## config.mk

```make
export PLATFORM = sky130hd
export DESIGN_NAME = bus_cycle_status_encoder
export DESIGN_NICKNAME = d
export VERILOG_FILES = /design/src/hw/bus_status_pkg.sv /design/src/hw/status_line_drv.sv /design/src/hw/bus_cycle_status_encoder.sv
export VERILOG_INCLUDE_DIRS = /design/src /design/src/hw
export SDC_FILE = /design/constraint.sdc
export NUM_CORES = 1
export LEC_CHECK = 0
export ABC_AREA = 1
export ABC_CLOCK_PERIOD_IN_PS = 2000
export BUFFER_PORTS_ARGS = -buffer_cell sky130_fd_sc_hd__buf_2
export CELL_PAD_IN_SITES_DETAIL_PLACEMENT = 0
export CELL_PAD_IN_SITES_GLOBAL_PLACEMENT = 1
export CORE_ASPECT_RATIO = 1.75
export CORE_MARGIN = 8
export CORE_UTILIZATION = 30
export DETAILED_ROUTE_END_ITERATION = 16
export PLACE_DENSITY = 0.67
export SKIP_CTS_REPAIR_TIMING = 1
export SLEW_MARGIN = 10
export SYNTH_ARGS = -nofsm -noshare
export SYNTH_HDL_FRONTEND = slang
export SYNTH_SLANG_ARGS = --single-unit
```

## constraint.sdc

```tcl
create_clock -name clk -period 2 [get_ports clk]
set_input_delay 0.2 -clock clk [delete_from_list [all_inputs] [get_ports clk]]
set_output_delay 0.2 -clock clk [all_outputs]
set_load 0.05 [all_outputs]
```

## src/hw/bus_status_cfg.svh

```systemverilog
// constants for the bus-cycle status encoder
`ifndef BUS_STATUS_CFG_SVH
`define BUS_STATUS_CFG_SVH

`define STAT_W          3
`define STAT_INTA       3'h0
`define STAT_IO_RD      3'h1
`define STAT_IO_WR      3'h2
`define STAT_HALT       3'h3
`define STAT_FETCH      3'h4
`define STAT_MEM_RD     3'h5
`define STAT_MEM_WR     3'h6
`define STAT_PASSIVE    3'h7
`define STAT_RESET_DRV  3'h7
`define OE_ALL          3'h7
`define OE_NONE         3'h0

`define ST_W            7
`define ST_IDLE         7'h01
`define ST_T4           7'h02
`define ST_T1           7'h04
`define ST_T2           7'h08
`define ST_T3           7'h10
`define ST_TW           7'h20
`define ST_HOLD         7'h40

`endif

```

## src/hw/bus_status_pkg.sv

```systemverilog
// types for the bus-cycle status encoder
`include "bus_status_cfg.svh"

package bus_status_pkg;

    typedef enum logic [`STAT_W-1:0] {
        CYC_INTA    = `STAT_INTA,
        CYC_IO_RD   = `STAT_IO_RD,
        CYC_IO_WR   = `STAT_IO_WR,
        CYC_HALT    = `STAT_HALT,
        CYC_FETCH   = `STAT_FETCH,
        CYC_MEM_RD  = `STAT_MEM_RD,
        CYC_MEM_WR  = `STAT_MEM_WR,
        CYC_PASSIVE = `STAT_PASSIVE
    } cycle_code_t;

    typedef enum logic [`ST_W-1:0] {
        BS_IDLE = `ST_IDLE,
        BS_T4   = `ST_T4,
        BS_T1   = `ST_T1,
        BS_T2   = `ST_T2,
        BS_T3   = `ST_T3,
        BS_TW   = `ST_TW,
        BS_HOLD = `ST_HOLD
    } bus_state_t;

endpackage : bus_status_pkg

```

## src/hw/status_line_drv.sv

```systemverilog
// one status line: registered level and registered output enable
`timescale 1ns/100ps

module status_line_drv (
    input  wire logic clk,
    input  wire logic en,
    input  wire logic lvl_d,
    input  wire logic oe_d,
    output logic      lvl_q,
    output logic      oe_q
);

    // the top supplies reset values through lvl_d/oe_d, so no reset here
    always_ff @(posedge clk) begin
        if (en) begin
            lvl_q <= lvl_d;
            oe_q  <= oe_d;
        end
    end

endmodule : status_line_drv

```

## src/hw/bus_cycle_status_encoder.sv

```systemverilog
// bus-cycle status encoder: drives the three status lines for each bus cycle
`timescale 1ns/100ps
`include "bus_status_cfg.svh"

module bus_cycle_status_encoder (
    input  wire logic                         clk,
    input  wire logic                         resetn,
    input  wire logic                         ce,
    input  wire logic                         cyc_req,
    input  wire bus_status_pkg::cycle_code_t  cyc_kind,
    input  wire logic                         ready,
    input  wire logic                         hold_req,
    output logic                              cycle_status_bit2,
    output logic                              cycle_status_bit2_oe,
    output logic                              cycle_status_bit1,
    output logic                              cycle_status_bit1_oe,
    output logic                              cycle_status_bit0,
    output logic                              cycle_status_bit0_oe,
    output logic                              hold_ack_r,
    output logic                              cyc_ack_r,
    output logic                              cyc_done_r,
    output logic                              wait_state_period_r
);

    bus_status_pkg::bus_state_t  state_r;
    bus_status_pkg::bus_state_t  state_nxt;
    logic [`STAT_W-1:0]          stat_q;
    logic [`STAT_W-1:0]          oe_q;
    logic [`STAT_W-1:0]          stat_nxt;
    logic [`STAT_W-1:0]          oe_nxt;
    logic [`STAT_W-1:0]          stat_d;
    logic [`STAT_W-1:0]          oe_d;
    logic                        take;
    logic                        done;
    logic                        rst_seen_r;
    logic                        drv_en;

    assign stat_q = {cycle_status_bit2, cycle_status_bit1, cycle_status_bit0};
    assign oe_q   = {cycle_status_bit2_oe, cycle_status_bit1_oe, cycle_status_bit0_oe};

    // reset acts even while ce is low so the lines cannot be left driven
    assign drv_en = ce | ~resetn;

    // sequencing; the ending T4 is merged with the next cycle's starting T4
    always_comb begin
        state_nxt = state_r;
        stat_nxt  = stat_q;
        oe_nxt    = oe_q;
        take      = 1'b0;
        done      = 1'b0;
        unique case (state_r)
            bus_status_pkg::BS_IDLE: begin
                stat_nxt = `STAT_PASSIVE;
                if (hold_req) begin
                    state_nxt = bus_status_pkg::BS_HOLD;
                    oe_nxt    = `OE_NONE;
                end else if (cyc_req) begin
                    state_nxt = bus_status_pkg::BS_T4;
                    stat_nxt  = cyc_kind;
                    oe_nxt    = `OE_ALL;
                    take      = 1'b1;
                end
            end
            bus_status_pkg::BS_T4: begin
                state_nxt = bus_status_pkg::BS_T1;
            end
            bus_status_pkg::BS_T1: begin
                state_nxt = bus_status_pkg::BS_T2;
            end
            bus_status_pkg::BS_T2: begin
                state_nxt = bus_status_pkg::BS_T3;
                stat_nxt  = `STAT_PASSIVE;
            end
            bus_status_pkg::BS_T3,
            bus_status_pkg::BS_TW: begin
                stat_nxt = `STAT_PASSIVE;
                if (ready) begin
                    done = 1'b1;
                    // hold wins over a pending cycle; granted from idle next clock
                    if (cyc_req && !hold_req) begin
                        state_nxt = bus_status_pkg::BS_T4;
                        stat_nxt  = cyc_kind;
                        oe_nxt    = `OE_ALL;
                        take      = 1'b1;
                    end else begin
                        state_nxt = bus_status_pkg::BS_IDLE;
                    end
                end else begin
                    state_nxt = bus_status_pkg::BS_TW;
                end
            end
            bus_status_pkg::BS_HOLD: begin
                oe_nxt = `OE_NONE;
                if (!hold_req) begin
                    state_nxt = bus_status_pkg::BS_IDLE;
                end
            end
            default: begin
                state_nxt = bus_status_pkg::BS_IDLE;
                stat_nxt  = `STAT_PASSIVE;
                oe_nxt    = `OE_NONE;
            end
        endcase
    end

    // reset override of the line drivers
    always_comb begin
        if (!resetn) begin
            stat_d = `STAT_RESET_DRV;
            oe_d   = rst_seen_r ? `OE_NONE : `OE_ALL;
        end else begin
            stat_d = stat_nxt;
            oe_d   = oe_nxt;
        end
    end

    always_ff @(posedge clk) begin
        if (!resetn) begin
            rst_seen_r <= 1'b1;
        end else if (ce) begin
            rst_seen_r <= 1'b0;
        end
    end

    always_ff @(posedge clk) begin
        if (!resetn) begin
            state_r <= bus_status_pkg::BS_IDLE;
        end else if (ce) begin
            state_r <= state_nxt;
        end
    end

    always_ff @(posedge clk) begin
        if (!resetn) begin
            hold_ack_r          <= 1'b0;
            cyc_ack_r           <= 1'b0;
            cyc_done_r          <= 1'b0;
            wait_state_period_r <= 1'b0;
        end else if (ce) begin
            hold_ack_r          <= (state_nxt == bus_status_pkg::BS_HOLD);
            cyc_ack_r           <= take;
            cyc_done_r          <= done;
            wait_state_period_r <= (state_nxt == bus_status_pkg::BS_TW);
        end
    end

    // line index 2 is the most significant status bit
    status_line_drv u_line2 (
        .clk   (clk),
        .en    (drv_en),
        .lvl_d (stat_d[2]),
        .oe_d  (oe_d[2]),
        .lvl_q (cycle_status_bit2),
        .oe_q  (cycle_status_bit2_oe)
    );

    status_line_drv u_line1 (
        .clk   (clk),
        .en    (drv_en),
        .lvl_d (stat_d[1]),
        .oe_d  (oe_d[1]),
        .lvl_q (cycle_status_bit1),
        .oe_q  (cycle_status_bit1_oe)
    );

    status_line_drv u_line0 (
        .clk   (clk),
        .en    (drv_en),
        .lvl_d (stat_d[0]),
        .oe_d  (oe_d[0]),
        .lvl_q (cycle_status_bit0),
        .oe_q  (cycle_status_bit0_oe)
    );

    property p_code_held_t1;
        @(posedge clk) disable iff (!resetn)
        (state_r == bus_status_pkg::BS_T4 && ce) |=>
            (state_r == bus_status_pkg::BS_T1 && stat_q == $past(stat_q) && oe_q == `OE_ALL);
    endproperty
    a_code_held_t1: assert property (p_code_held_t1) else $error("status code not held into T1");

    property p_code_held_t2;
        @(posedge clk) disable iff (!resetn)
        (state_r == bus_status_pkg::BS_T1 && ce) |=>
            (state_r == bus_status_pkg::BS_T2 && stat_q == $past(stat_q) && oe_q == `OE_ALL);
    endproperty
    a_code_held_t2: assert property (p_code_held_t2) else $error("status code not held into T2");

    property p_passive_late;
        @(posedge clk) disable iff (!resetn)
        (state_r == bus_status_pkg::BS_T3 || state_r == bus_status_pkg::BS_TW) |->
            (stat_q == `STAT_PASSIVE && oe_q == `OE_ALL);
    endproperty
    a_passive_late: assert property (p_passive_late) else $error("status not passive in T3 or wait");

    property p_start_only_t4;
        @(posedge clk) disable iff (!resetn)
        (stat_q != `STAT_PASSIVE && $past(stat_q) == `STAT_PASSIVE && $past(resetn)) |->
            (state_r == bus_status_pkg::BS_T4);
    endproperty
    a_start_only_t4: assert property (p_start_only_t4) else $error("status left passive outside T4");

    property p_hold_float;
        @(posedge clk) disable iff (!resetn)
        (state_r == bus_status_pkg::BS_HOLD) |-> (oe_q == `OE_NONE && hold_ack_r);
    endproperty
    a_hold_float: assert property (p_hold_float) else $error("status lines driven in hold");

    property p_reset_first;
        @(posedge clk) disable iff (1'b0)
        (!resetn && !rst_seen_r) |=> (stat_q == `STAT_RESET_DRV && oe_q == `OE_ALL);
    endproperty
    a_reset_first: assert property (p_reset_first) else $error("lines not driven high on first reset clock");

    property p_reset_float;
        @(posedge clk) disable iff (1'b0)
        (!resetn && $past(!resetn) && rst_seen_r) |=> (oe_q == `OE_NONE);
    endproperty
    a_reset_float: assert property (p_reset_float) else $error("lines not floated later in reset");

    property p_code_value;
        @(posedge clk) disable iff (!resetn)
        (take && ce) |=> (stat_q == $past(cyc_kind) && cyc_ack_r);
    endproperty
    a_code_value: assert property (p_code_value) else $error("status code differs from cycle kind");

    property p_fetch_code;
        @(posedge clk) disable iff (!resetn)
        (take && ce && cyc_kind == bus_status_pkg::CYC_FETCH) |=> (stat_q == `STAT_FETCH);
    endproperty
    a_fetch_code: assert property (p_fetch_code) else $error("fetch cycle not coded 100");

endmodule : bus_cycle_status_encoder

```

# [Word-level counts from Yosys, hierarchy flattened]
# Cells that the tools add are included.
[word_totals] ff_bits=18 latch_bits=0 ram_bits=0 romBits=0 inputBits=9 output_inout_bits=10 word_cells=60 mem_count=0
[op_classes] add_sub_neg=0 n_mul=0 n_div=0 n_lt_le_gt_ge=0 eq_ne=14 shifts=0 muxes=25 n_bitwise=2 reduce_logical=7
[ops] cell="$pmux 7 s6" count=1
[ops] cell="$mux 3" count=10
[ops] cell="$mux 7" count=4
[ops] cell="$pmux 3 s3" count=2
[ops] cell="$eq 7x6->1 const B" count=2
[ops] cell="$eq 7x7->1 const B" count=2
[ops] cell="$eq 7x1->1 const B" count=1
[ops] cell="$eq 7x2->1 const B" count=1
[ops] cell="$eq 7x3->1 const B" count=1
[ops] cell="$eq 7x4->1 const B" count=1
[ops] cell="$eq 7x5->1 const B" count=1
[ops] cell="$mux 1" count=6
[ops] cell="$ne 3x3->1 const B" count=2
[ops] cell="$reduce_or 3->1" count=2
[ops] cell="$reduce_and 5->1" count=1
[ops] cell="$ne 2x2->1 const B" count=2
[ops] cell="$ne 4x4->1 const B" count=1
[ops] cell="$mux 2" count=1
[ops] cell="$pmux 1 s2" count=1
[ops] cell="$reduce_and 2->1" count=1
[ops] cell="$reduce_or 2->1" count=1
[ops] cell="$logic_and 1x1->1" count=1
[ops] cell="$logic_not 1->1" count=1
[ops] cell="$not 1->1" count=1
[ops] cell="$or 1x1->1" count=1

# [Longest topological paths before layout]
[depth] ltp_word=6 depth_mapped=9 depth_no_buf=9

# [Cells and area by module]
# A second synthesis with hierarchy kept.
[unflattened] hier_cells=148 hier_area_um2=1054.8
[by_module_without_submodules] mod="bus_cycle_status_encoder" n_inst=1 cells_per_inst=142 area_each_um2=874.6 seq_area_each_um2=240.2
[by_module_without_submodules] mod="status_line_drv" n_inst=3 cells_per_inst=2 area_each_um2=60.1 seq_area_each_um2=60.1

# [Worst setup path after synthesis]
# No wires, ideal clock.
[synth_path] path_type="reg-to-reg" startpoint="reg state_r[4]" endpoint="reg u_line0.lvl_q (enable)" setup_ps=355 arrival_time_ps=1057 path_slack_ps=587 stages_incl_launch_ff=7 path_buffers=0 period_less_slack_ps=1413 cell_sequence="dfxtp_1 > nor2_4 > nand2_2 > inv_1 > nand2_1 > nand2_1 > o31ai_1"
[synth_via] elab_chain_cells=4 word_cells_on_any_way=6 cone_classes="eq/ne (4); reduce/logical (2)"
[synth_lines] element="start: declaration" line="bus_cycle_status_encoder.sv:25" source="bus_status_pkg::bus_state_t state_r;"
[synth_lines] element="start signal: assignment" line="bus_cycle_status_encoder.sv:127" source="state_r <= bus_status_pkg::BS_IDLE;"
[synth_lines] element="start signal: assignment" line="bus_cycle_status_encoder.sv:129" source="state_r <= state_nxt;"
[synth_lines] element="$eq 7x7->1 (tied with other cells)" line="bus_cycle_status_encoder.sv:51" source="unique case (state_r)"
[synth_lines] element="$reduce_or 3->1 (no source line) *"
[synth_lines] element="$ne 2x2->1 (no source line) *"
[synth_lines] element="$reduce_and 2->1 (no source line) *"
[synth_lines] element="end signal: assignment" line="status_line_drv.sv:16" source="lvl_q <= lvl_d;"
[synth_lines] element="end: declaration" line="status_line_drv.sv:9" source="output logic lvl_q,"
# Mark *: on every way between the ends. The rest lies on a longest branch, timed or not.
# A chain may end at the register's enable or synchronous reset.

# [Worst setup path in the final report]
[layout_path] startpoint="reg state_r[6]" endpoint="reg u_line1.lvl_q (enable)"
[layout_via] elab_chain_cells=4 word_cells_on_any_way=6 cone_classes="eq/ne (4); reduce/logical (2)"
[layout_lines] element="$eq 7x7->1 (tied with other cells)" line="bus_cycle_status_encoder.sv:51"
[layout_lines] element="$reduce_or 3->1 (no source line) *"
[layout_lines] element="$ne 2x2->1 (no source line) *"
[layout_lines] element="$reduce_and 2->1 (no source line) *"
[layout_lines] element="end signal: assignment" line="status_line_drv.sv:16"
[layout_lines] element="end: declaration" line="status_line_drv.sv:9"
# Marks and branches as above.

==> run metrics <==
status=complete, no violations; Total Die Area=4907 um^2; Startpoint Class=flip-flop; ANT nets after route=0; Die W=56.49 um; Slew @ Worst Pin=0.4918 ns; CTS Root Cell=clkbuf_8; WL per Instance=13.93 um; row cnt=25; vias per inst=4.915; crit share post-route=0.7988; IO Port Bufs=18; Peak Freq=626.0 MHz; CTS max path bufs=2; met1 WL=943 um; number of fill cells=287; DR iter-0 viols=30; clock-pin transition on the worst setup and hold timing paths=0.07 ns; number of I/O pins=19; Max VDD drop=0.3352 mV; CTS tree=done; Hold Crit Class=in -> reg; total chip power=0.8381 mW; commonest non-fill, non-tap cell in the layout=nand2_1; Area Overhead vs Synth=18.60%; Worst-Skew Late Latency=0.26 ns; most frequent cells in the layout=nand2_1 (30), buf_2 (18), nor2_1 (14); nature of the critical path endpoint=flip-flop; Final Hold Fails=0; drt pass-1 iters=4; initial cell density of the core=0.3163; total wire length=2299 um; # clock sinks=16; area of the multi-input gates=421.7 um^2; largest net degree at the start of global routing=14; wire length on met2=1130 um; Design Area, Final=1021 um^2; crit path time final=1.598 ns; Area contributors post-synth=dfxtp_1 (28%), edfxtp_1 (14%), nand2_1 (13%), nor2_1 (6.1%), inv_1 (5.7%); DPL Wire Length=1830 um; routed wl met3=130 um; register area share after synthesis=0.4186; Worst Skew=0.003142 ns; kind of critical path=reg -> reg; Slew Limit Fails=0; vias in the first global route=819; relative slew slack=0.6693; synthesized area=860.8 um^2; initial antenna violation count=0; layout cells sized above 1=0.2464; Placed Area=965.9 um^2; Worst EP arrival=1.50 ns; max-cap violations=0; syn nets=128; pwr dens=820.9 nW/um^2; Seq. cell area=360.3 um^2; Crit Path Max Fanout=5; leakage power total=0.4674 nW; Core ar.=2721 um^2; RD Place Congestion=0.8749; synth warn=0; CTS H-tree depth=1; uppermost layer routed=met4; Mapped Avg Cell Area=7.234 um^2; Critical Path RT=1.91 ns; Die Ht=86.86 um; RSZ-0062 raised after global routing=false; CTS Buf Count=3; Final Setup Violations=0; Seq cells post-synth=16; global route overflow=0; first-pass GRT wire length=3808 um; gr usage total=0.09947; post-synth top area share=0.2791; cell taking the most area after synthesis=dfxtp_1; # diodes=0; cell count after synthesis=119; Setup TNS Final=0 ns; routed via count=811; Final Net Count=148; DR DRC count=0; Yosys cell types=23
final cells by class:
| cell class | instances | area share |
|---|---|---|
| Multi-Input combinational cell | 84 | 0.4130 |
| Sequential cell | 16 | 0.3529 |
| Timing Repair Buffer | 18 | 0.08824 |
| Inverter | 16 | 0.05882 |
| Clock buffer | 4 | 0.05392 |
| Tap cell | 27 | 0.03309 |
synth_stat cells:
library cell / count
edfxtp_1: 4
inv_1: 13
o21ai_0: 3
nand2_2: 2
o31ai_1: 2
nand3_2: 1
nor3_2: 1
nand2_1: 30
nand4_1: 1
nand3b_1: 4
nor2_4: 3
nand3_1: 7
clkbuf_1: 1
a21oi_2: 1
a21oi_1: 7
buf_4: 2
nor2_2: 1
nor2_1: 14
inv_2: 3
o21ai_1: 3
nor3_1: 1
dfxtp_1: 12
o22ai_1: 3
worst paths after layout:
check	startpoint	end	slack (ns)	depth (start not counted)
worst min-delay path	ce	state_r[4]$_SDFFE_PN0P_	0.18	2
worst max register to register	state_r[6]$_SDFFE_PN0P_	u_line1.lvl_q$_SDFFCE_PN1P_	0.40	6
worst max-delay path	state_r[6]$_SDFFE_PN0P_	u_line1.lvl_q$_SDFFCE_PN1P_	0.40	6
worst min register to register	rst_seen_r$_SDFFE_PN1P_	rst_seen_r$_SDFFE_PN1P_	0.45	2
per-layer routing:
layer  vias up  GRT usage
met2        17     0.1794
li1        421          -
met5         -          0
met3         7    0.03216
met1       366    0.08929
met4         0    0.07033
sequential cells by signal, summed over array words and instances (netlist names):
name	flops
wait_state_period_r	1
u_line2.oe_q	1
rst_seen_r	1
u_line1.lvl_q	1
cyc_ack_r	1
state_r	7
u_line0.lvl_q	1
hold_ack_r	1
u_line2.lvl_q	1
cyc_done_r	1
worst max-delay path: stages, from the launching register on:
cell and delay (ns):
dfxtp_1 0.41, inv_2 0.09, nand2_2 0.10, inv_1 0.06, nand2_1 0.09, nand2_1 0.06, o31ai_1 0.42
metrics by stage:
step	utilization	std cells	hold WS [ns]	worst slack [ns]
2_1_floorplan	-	119	0.2945	0.5871
3_3_place_gp	0.3549	161	0.4335	0.5193
3_5_place_dp	0.3549	161	0.4379	0.4341
4_1_cts	0.3752	165	0.1836	0.4283
5_1_grt	0.3752	165	0.1919	0.3288
6_report	0.3752	165	0.1819	0.4025
power by group:
part	leakage, nW	total (mW)	switching [mW]	internal (mW)
Combinational	0.307	0.176	0.129	0.0474
Clock	0.0288	0.305	0.129	0.175
Sequential	0.131	0.357	0.0104	0.347
Total	0.467	0.838	0.269	0.570
kinds of logic (layout without fill, tap and decap cells):
| family | after synthesis | in the layout | share of synthesized area |
|---|---|---|---|
| and+or+nand+nor | 65 | 65 | 0.3648 |
| AOI/OAI and AO/OA | 19 | 19 | 0.1250 |
| DFF | 16 | 16 | 0.4186 |
| buffers and inverters | 19 | 38 | 0.09156 |
No activity file was read; power rests on OpenSTA's default activity.
